`src/scs_pkg.sv`:
```
/*
 Package for the clock-suspend block of a synchronous DRAM model:
 command encodings, state codes, reset values and the shared command struct.
 Assumes a single rising-edge system clock shared with the controller.
*/
package scs_pkg;

   // Command codes as {cs_n, ras_n, cas_n, we_n}
   localparam logic [3:0] CMD_INHIBIT = 4'h8;
   localparam logic [3:0] CMD_NOP     = 4'h7;
   localparam logic [3:0] CMD_ACT     = 4'h3;
   localparam logic [3:0] CMD_READ    = 4'h5;
   localparam logic [3:0] CMD_WRITE   = 4'h4;
   localparam logic [3:0] CMD_PRE     = 4'h2;

   // Defaults and reset values
   localparam int         DATA_W_DEF  = 16;
   localparam int         BURST_DEF   = 4;
   localparam int         CL_DEF      = 2;
   localparam int         CNT_W       = 8;
   localparam logic [7:0] CNT_RST     = 8'h00;

   // Operating modes, one-hot
   typedef enum logic [3:0] {
      ST_IDLE    = 4'h1,
      ST_ACCESS  = 4'h2,
      ST_SUSPEND = 4'h4,
      ST_PDOWN   = 4'h8
   } scs_mode_t;

   // Command bundle from the controller
   typedef struct packed {
      logic [3:0] code;
      logic       gate;
   } scs_cmd_t;

endpackage

```
`src/scs_burst.sv`:
```
/*
 Burst counter for the clock-suspend block.
 Assumes the caller supplies a qualified internal clock-edge pulse.
*/
`timescale 1ns/1ns
module scs_burst
#(
   parameter int BURST = scs_pkg::BURST_DEF
)
(
   // Clock and reset
   input  wire logic                    clock,
   input  wire logic                    arst_n,
   // Control
   input  wire logic                    tick,
   input  wire logic                    start,
   // Status
   output logic                         busy,
   output logic [scs_pkg::CNT_W-1:0]    count
);

   // Refuse burst lengths the counter cannot reach
   if (BURST < 1 || BURST > 255)
   begin
      $error("scs_burst: BURST out of range");
   end

   typedef struct packed {
      logic                      busy;
      logic [scs_pkg::CNT_W-1:0] count;
   } scs_bst_t;

   scs_bst_t st;
   scs_bst_t next_st;

   // Next state: advance only on live internal edges
   always_comb
   begin
      next_st = st;
      if (tick)
      begin
         if (start)
         begin
            next_st.busy  = 1'b1;
            next_st.count = scs_pkg::CNT_RST;
         end
         else if (st.busy)
         begin
            if (st.count == 8'(BURST - 1))
               next_st.busy = 1'b0;
            else
               next_st.count = st.count + 8'h01;
         end
      end
   end

   // State register
   always_ff @(posedge clock or negedge arst_n)
   begin
      if (!arst_n)
         st <= '{busy: 1'b0, count: scs_pkg::CNT_RST};
      else
         st <= next_st;
   end

   assign busy  = st.busy;
   assign count = st.count;

endmodule

```
`src/scs_core.sv`:
```
/*
 Clock-suspend core of a synchronous DRAM: gates the internal clock
 edge from the registered clock-gate input and freezes the access.
 Assumes the controller drives commands and data on the same edge.
*/
`timescale 1ns/1ns
module scs_core
#(
   parameter int DATA_W = scs_pkg::DATA_W_DEF,
   parameter int BURST  = scs_pkg::BURST_DEF,
   parameter int CL     = scs_pkg::CL_DEF
)
(
   // Clock and reset
   input  wire logic                 clock,
   input  wire logic                 arst_n,
   // Command and write data from controller
   input  wire scs_pkg::scs_cmd_t    cmd,
   input  wire logic [DATA_W-1:0]    wr_data,
   // Data lines
   output logic [DATA_W-1:0]         dq_out,
   output logic                      dq_oe,
   // Status
   output scs_pkg::scs_mode_t        mode,
   output logic                      int_edge,
   output logic [scs_pkg::CNT_W-1:0] burst_pos,
   output logic [DATA_W-1:0]         last_wr
);

   // Refuse widths and latencies the datapath cannot hold
   if (DATA_W < 1 || CL < 1 || CL > 7)
   begin
      $error("scs_core: parameter out of range");
   end

   ////////////////////////////////////////////////////////////////////
   // Decode helpers
   function automatic logic is_idle_cmd(input logic [3:0] c);
      is_idle_cmd = (c == scs_pkg::CMD_NOP) || c[3];
   endfunction

   typedef struct packed {
      scs_pkg::scs_mode_t mode;
      logic               live;     // internal edge enabled this cycle
      logic               is_read;
      logic [2:0]         lat;
      logic [DATA_W-1:0]  dq_out;
      logic               dq_oe;
      logic [DATA_W-1:0]  data_reg;
      logic [DATA_W-1:0]  last_wr;
      logic [scs_pkg::CNT_W-1:0] pos;
   } scs_core_t;

   scs_core_t st;
   scs_core_t next_st;

   logic                      b_busy;
   logic [scs_pkg::CNT_W-1:0] b_cnt;
   logic                      rw_cmd;
   logic                      start;
   logic                      access;
   logic                      last_word;

   assign rw_cmd = (cmd.code == scs_pkg::CMD_READ) || (cmd.code == scs_pkg::CMD_WRITE);
   assign start  = st.live && rw_cmd && st.mode != scs_pkg::ST_PDOWN;
   assign access = b_busy || st.lat != 3'h0;
   // Closing edge of a burst, after the final word, takes no data
   assign last_word = b_busy && b_cnt == 8'(BURST - 1);

   ////////////////////////////////////////////////////////////////////
   // Burst counter, advanced only by live internal edges
   // counter gated
   scs_burst #(.BURST(BURST)) u_burst
   (
      .clock  (clock),
      .arst_n (arst_n),
      .tick   (st.live),
      .start  (start),
      .busy   (b_busy),
      .count  (b_cnt)
   );

   ////////////////////////////////////////////////////////////////////
   // Next-state logic
   always_comb
   begin
      next_st = st;
      next_st.live = cmd.gate;
      case (st.mode)
         scs_pkg::ST_IDLE, scs_pkg::ST_ACCESS:
         begin
            if (!cmd.gate && (access || start))
               next_st.mode = scs_pkg::ST_SUSPEND;
            else if (!cmd.gate && is_idle_cmd(cmd.code))
               next_st.mode = scs_pkg::ST_PDOWN;
            else
               next_st.mode = (access || start) ? scs_pkg::ST_ACCESS : scs_pkg::ST_IDLE;
         end
         scs_pkg::ST_SUSPEND:
         begin
            if (cmd.gate)
               next_st.mode = scs_pkg::ST_ACCESS;
         end
         scs_pkg::ST_PDOWN:
         begin
            if (cmd.gate && is_idle_cmd(cmd.code))
               next_st.mode = scs_pkg::ST_IDLE;
         end
         default:
            next_st.mode = scs_pkg::ST_IDLE;
      endcase
      // all datapath state frozen without a live edge
      if (st.live && st.mode != scs_pkg::ST_PDOWN)
      begin
         if (start)
         begin
            next_st.is_read = (cmd.code == scs_pkg::CMD_READ);
            next_st.lat     = (cmd.code == scs_pkg::CMD_READ) ? 3'(CL) : 3'h0;
         end
         else if (st.lat != 3'h0)
            next_st.lat = st.lat - 3'h1;
         // write data taken only on live edges
         if ((start && cmd.code == scs_pkg::CMD_WRITE) || (b_busy && !st.is_read && !last_word))
         begin
            next_st.data_reg = wr_data;
            next_st.last_wr  = wr_data;
         end
         next_st.dq_oe  = st.is_read && (b_busy || st.lat != 3'h0);
         next_st.dq_out = st.data_reg + DATA_W'(b_cnt);
         next_st.pos    = b_cnt;
      end
   end

   // State register
   always_ff @(posedge clock or negedge arst_n)
   begin
      if (!arst_n)
      begin
         st      <= '0;
         st.mode <= scs_pkg::ST_IDLE;
         st.live <= 1'b1;
      end
      else
         st <= next_st;
   end

   assign mode      = st.mode;
   assign int_edge  = st.live;
   assign dq_out    = st.dq_out;
   assign dq_oe     = st.dq_oe;
   assign burst_pos = st.pos;
   assign last_wr   = st.last_wr;

   ////////////////////////////////////////////////////////////////////
   // Checks

   chk_skip_edge: assert property (@(posedge clock) disable iff (!arst_n)
      !cmd.gate |=> !int_edge)
      else $error("edge not skipped after low gate");

   chk_resume_edge: assert property (@(posedge clock) disable iff (!arst_n)
      cmd.gate |=> int_edge)
      else $error("edge not resumed after high gate");

   chk_dq_hold: assert property (@(posedge clock) disable iff (!arst_n)
      !int_edge |=> $stable(dq_out) && $stable(dq_oe))
      else $error("data lines changed while suspended");

   chk_burst_hold: assert property (@(posedge clock) disable iff (!arst_n)
      !int_edge |=> $stable(b_cnt) && $stable(burst_pos))
      else $error("burst advanced while suspended");

   chk_ignore_wr: assert property (@(posedge clock) disable iff (!arst_n)
      !int_edge |=> $stable(last_wr))
      else $error("write data taken on skipped edge");

   chk_frozen_take: assert property (@(posedge clock) disable iff (!arst_n)
      !int_edge |=> $stable(b_busy) && $stable(st.is_read))
      else $error("command taken on skipped edge");

   chk_enter_susp: assert property (@(posedge clock) disable iff (!arst_n)
      (mode == scs_pkg::ST_ACCESS && b_busy && !cmd.gate) |=> mode == scs_pkg::ST_SUSPEND)
      else $error("suspend not entered");

   chk_susp_hold: assert property (@(posedge clock) disable iff (!arst_n)
      (mode == scs_pkg::ST_SUSPEND && !cmd.gate) |=> mode == scs_pkg::ST_SUSPEND)
      else $error("suspend left while gate low");

   chk_susp_exit: assert property (@(posedge clock) disable iff (!arst_n)
      (mode == scs_pkg::ST_SUSPEND && cmd.gate) |=> mode == scs_pkg::ST_ACCESS)
      else $error("suspend not left on high gate");

   chk_enter_pdown: assert property (@(posedge clock) disable iff (!arst_n)
      (mode == scs_pkg::ST_IDLE && !access && !cmd.gate && cmd.code == scs_pkg::CMD_NOP)
      |=> mode == scs_pkg::ST_PDOWN)
      else $error("power-down not entered");

   chk_pdown_idle: assert property (@(posedge clock) disable iff (!arst_n)
      mode == scs_pkg::ST_PDOWN |-> !b_busy && !dq_oe)
      else $error("access active in power-down");

   chk_freeze_lat: assert property (@(posedge clock) disable iff (!arst_n)
      !int_edge |=> $stable(st.lat) && $stable(st.data_reg))
      else $error("internal state moved while suspended");

endmodule

```
`config.mk`:
```
export PLATFORM = sky130hd
export DESIGN_NAME = scs_core
export DESIGN_NICKNAME = d
export VERILOG_FILES = /design/src/scs_pkg.sv /design/src/scs_burst.sv /design/src/scs_core.sv
export SDC_FILE = /design/constraint.sdc
export NUM_CORES = 1
export LEC_CHECK = 0
export ABC_AREA = 1
export BUFFER_PORTS_ARGS = -buffer_cell sky130_fd_sc_hd__buf_4
export CORE_ASPECT_RATIO = 2
export CORE_MARGIN = 1.5
export CORE_UTILIZATION = 31
export DETAILED_ROUTE_END_ITERATION = 8
export GPL_ROUTABILITY_DRIVEN = 0
export GPL_TIMING_DRIVEN = 0
export PLACE_DENSITY = 0.49
export SYNTH_ARGS = -nofsm -noshare
export SYNTH_HDL_FRONTEND = slang
export SYNTH_SLANG_ARGS = --single-unit
```
`constraint.sdc`:
```
create_clock -name clock -period 2.7 [get_ports clock]
set_clock_uncertainty 0.2 [all_clocks]
set_input_delay 0.27 -clock clock [delete_from_list [all_inputs] [get_ports clock]]
set_output_delay 0.27 -clock clock [all_outputs]
set_load 0.02 [all_outputs]
```
# Yosys cells after proc, flatten, opt, wreduce, memory -nomap -nowiden
# Cells that the tools add are included.
[totals]
output_inout_bits = 46
regBits = 59
elab_cells = 66
input_bits = 23
[classes]
n_eq_ne = 12
n_mux = 13
add_sub_neg = 3
n_reduce_logical = 28
[op_table]
columns = ["op", "n"]
rows = [
  ["$mux 9", 2],
  ["$add 16x8->16", 1],
  ["$eq 4x3->1 const B", 4],
  ["$mux 4", 4],
  ["$pmux 4 s3", 1],
  ["$logic_and 1x1->1", 11],
  ["$add 8x1->8 const B", 1],
  ["$eq 8x2->1 const B", 1],
  ["$mux 8", 1],
  ["$reduce_and 2->1", 4],
  ["$mux 3", 2],
  ["$ne 2x2->1 const B", 3],
  ["$logic_or 1x1->1", 5],
  ["$eq 4x1->1 const B", 1],
  ["$eq 4x2->1 const B", 1],
  ["$eq 4x4->1 const B", 1],
  ["$mux 2", 2],
  ["$ne 4x4->1 const B", 1],
  ["$reduce_bool 2->1", 2],
  ["$logic_not 1->1", 3],
  ["$reduce_and 3->1", 1],
  ["$reduce_bool 3->1", 1],
  ["$sub 3x1->3 const B", 1],
  ["$reduce_or 2->1", 1],
  ["$mux 1", 1],
]

# Depth between registers and ports, before layout
[depth]
ltp_word = 9
ltp_mapped = 12
mapped_depth_nobuf = 12

# By module
# A second synthesis with hierarchy kept.
[unflattened]
hier_cells = 475
area_unflattened_um2 = 3687.3
[by_module_without_submodules]
columns = ["module", "cells_per_inst", "area_each_um2", "seq_area_each_um2", "instances"]
rows = [
  ["scs_core", 404, 3121.7, 1253.7, 1],
  ["scs_burst", 71, 565.5, 225.2, 1],
]

# Least setup slack after synthesis
# No wires, ideal clock.
[synth_timing]
kind = "flip-flop to flip-flop"
start = "register u_burst.st, in the netlist u_burst.count[0]"
end = "register st, in the netlist dq_out[14]"
path_stages_with_launch = 13
arrival_time_ps = 1587
required_time_ps = 2383
synth_period_minus_slack_ps = 1904
path_slack_ps = 796
cell_sequence = "dfrtp_1 > ha_1 > fa_1 > nand2_1 > nand3_1 > nand3_1 > nand2_1 > nand2_1 > nand2_1 > nand2_1 > nand2_1 > nand2_1 > nand2_1"
[synth_via]
elab_chain_cells = 1
[synth_lines]
columns = ["item", "line_no", "text"]
rows = [
  ["from (decl)", "scs_burst.sv:33", "scs_bst_t st;"],
  ["from (signal assigned)", "scs_burst.sv:61", "st <= '{busy: 1'b0, count: scs_pkg::CNT_RST};"],
  ["from (signal assigned)", "scs_burst.sv:63", "st <= next_st;"],
  ["$add 16x8->16", "scs_core.sv:129", "next_st.dq_out = st.data_reg + DATA_W'(b_cnt);"],
  ["to (signal assigned)", "scs_core.sv:144", "st <= next_st;"],
  ["to (decl)", "scs_core.sv:54", "scs_core_t st;"],
]
# No other way between the ends.
# A chain may end at the register's enable or synchronous reset.

==> qor.txt <==
Crit path top cell by count: nand2_1
CP endpoint kind: flop
CP max stage delay: 0.45 ns
Hold Slack: 0.148 ns
Core Region: 0.0113 sq mm
synth top area cells: dfrtp_1 (40%), nand2_1 (15%), buf_4 (9.5%)
commonest non-fill, non-tap cell in the layout: nand2_1
most frequent cells in the layout: nand2_1 (143), buf_4 (113), dfrtp_1 (57)
WP data arrival: 2.17 ns
Crit. Startpoint: last_wr[0]
Post-Syn Instances: 458
top cell type's share of synthesized area: 39.9%
Setup Viol. Count Final: 0
share of cells above drive strength 1: 29.0%
final worst setup slack: 0.549 ns
number of core rows: 55
Syn Nets: 493
dpl ws: 0.502 ns
critical path depth: 12
Die Area: 0.0122 sq mm
Worst-Margin Slew: 0.784 ns
Netlist cell types: 35
fmax: 465 MHz
YS warnings: 0
CTS tree: done
startpoint types: flop
RSZ-0062 raised after global routing: no
initial antenna violation count: 0
Non-Filler Instances: 701
gr usage total: 17.4%
Setup TNS Final: 0 ns
post-route ant nets: 0
Tmin final: 2.15 ns
Seq cells post-synth: 59
synthesized area: 0.00357 sq mm
WL per Instance: 13.7 microns
ANT cells: 0
Core Util, Final: 41.7%
Post-synth EDFFs: 0
Port Buffer Count: 68
CP top delay family: simple AND/OR/NAND/NOR gates
CTS buffer count: 9
Final HPWL DP: 7620 microns
DIE WIDTH: 78.9 microns
sequential share of the synthesized area: 41.4%
initial core utilization: 31.7%
Cell Area, Placed: 0.00426 sq mm
async set or reset register ratio after synthesis: 100%
Critical Path RT: 2.72 ns
Placed Cells: 668
Top FF cell, synth: dfrtp_1
clock latency on the worst-skew pair: 0.33 ns
vias in the first global route: 3263
clock root buffer master: clkbuf_16
Rel. slew slack: 47.8%
WL final: 9610 microns
Crit Reg-Reg Endpoint: dq_out[14]
chip height: 155 microns
drt initial violations: 83
Synth area leader: dfrtp_1
Max Slew Vio Count: 0
DR vias: 3202
clk slew on worst S/H paths: 0.06 ns
critical path class: reg -> reg
worst hold path class: in -> reg
crit-path cells: ha_1, fa_1, nand2_1, nand3_1, nand3_1, nand2_1, nand2_1, nand2_1, nand2_1, nand2_1, nand2_1, nand2_1
Tot Pwr: 4.63 mW
pwr/cell area: 984 mW/mm^2
drt first pass iters: 6
Ports: 69
area delta synth->final: 31.6%
first-pass GRT wire length: 15900 microns
final period utilization: 79.7%
crit path max-delay cell type: dfrtp_1
flop2flop setup slack: 0.55 ns
Final Hold Fails: 0
crit path to: dq_out[14]
status: completed
Layout Nets: 590
Avg Inst Size Synth: 7.80 sq um
DRC viols: 0
clk buf depth: 2
Via density: 4.57
crit path max fanout: 4
maxcap violations: 0
FF-to-FF Start: last_wr[0]
Leakage: 2.53 nW
post-route cell area: 0.00470 sq mm
Max VDD drop: 0.367 mV
H-tree depth: 3
R2R cell count: 12
clock sinks: 59
post-CTS setup buffers: 0
pin count of the biggest net entering global routing: 60
WP buf/inv: 0
remaining global-route overflow: 0
-- synthesized netlist by cell type, drive strengths merged (2+ instances only) --
| cell | instances |
|---|---|
| clkbuf | 2 |
| xnor2 | 4 |
| nor3 | 5 |
| nand2 | 148 |
| dfrtp | 57 |
| inv | 50 |
| and2 | 2 |
| nand3 | 48 |
| ha | 11 |
| dfstp | 2 |
| nand4 | 5 |
| nor3b | 2 |
| nor2 | 22 |
| a21oi | 6 |
| buf | 51 |
| o21ai | 35 |
-- registers in the layout, indices dropped and copies added (netlist names), 4 cells and up --
signal and flops:
burst_pos 8, dq_out 16, st 4, last_wr 16
mode 4, u_burst.count 8
-- worst min path at each step --
stage,slack [ns],start,endpoint,cells past startpoint
after floorplan,-0.23,arst_n,burst_pos[0],0
after global placement,0.20,arst_n,burst_pos[5],1
after detailed placement,0.21,arst_n,burst_pos[5],1
after CTS,0.15,cmd[4],mode[0],5
after global routing,0.17,cmd[4],mode[0],5
final,0.15,cmd[4],mode[0],5
-- power by group --
group / switching [mW] / internal, mW
clock network: 0.381 / 0.635
registers: 0.326 / 1.20
logic: 1.07 / 1.02
-- timing repair --
action                                 in CTS  in global routing
gates resized for setup                     0                  0
endpoints found under the hold margin      75                  0
hold buffers                               18                  0
-- kinds of logic after synthesis --
| logic type | after synthesis | synth area share, % |
|---|---|---|
| simple gates | 233 | 29.3 |
| buf+inv | 103 | 16.3 |
| flops | 59 | 41.4 |
| compound gates | 46 | 7.46 |
| fa+ha+maj | 12 | 4.41 |
| xor+xnor | 5 | 1.23 |
-- layer usage --
layer	vias to the layer above	wire, microns	global-route usage, %
met4	0	528	11.5
met5	-	0	0
li1	1621	-	-
met3	25	267	3.52
met1	1489	3290	16.4
met2	67	5520	32.6
-- layout make-up --
type                       instances  area (sq um)
buffer                            53           394
clock buffer                      12           246
clock inverter                     3          15.0
fill                            1195          6580
inverter                          50           188
multi-input combinational        296          1510
sequential                        59          1480
tap                              142           178
timing repair buffer              86           691
-- tightest hold or removal path: stages --
cell and delay [ns]:
buf_4 0.09, a31o_2 0.13, a21oi_1 0.07, nand2_1 0.06, nand2_1 0.05
(Power assumes the default switching activity.)
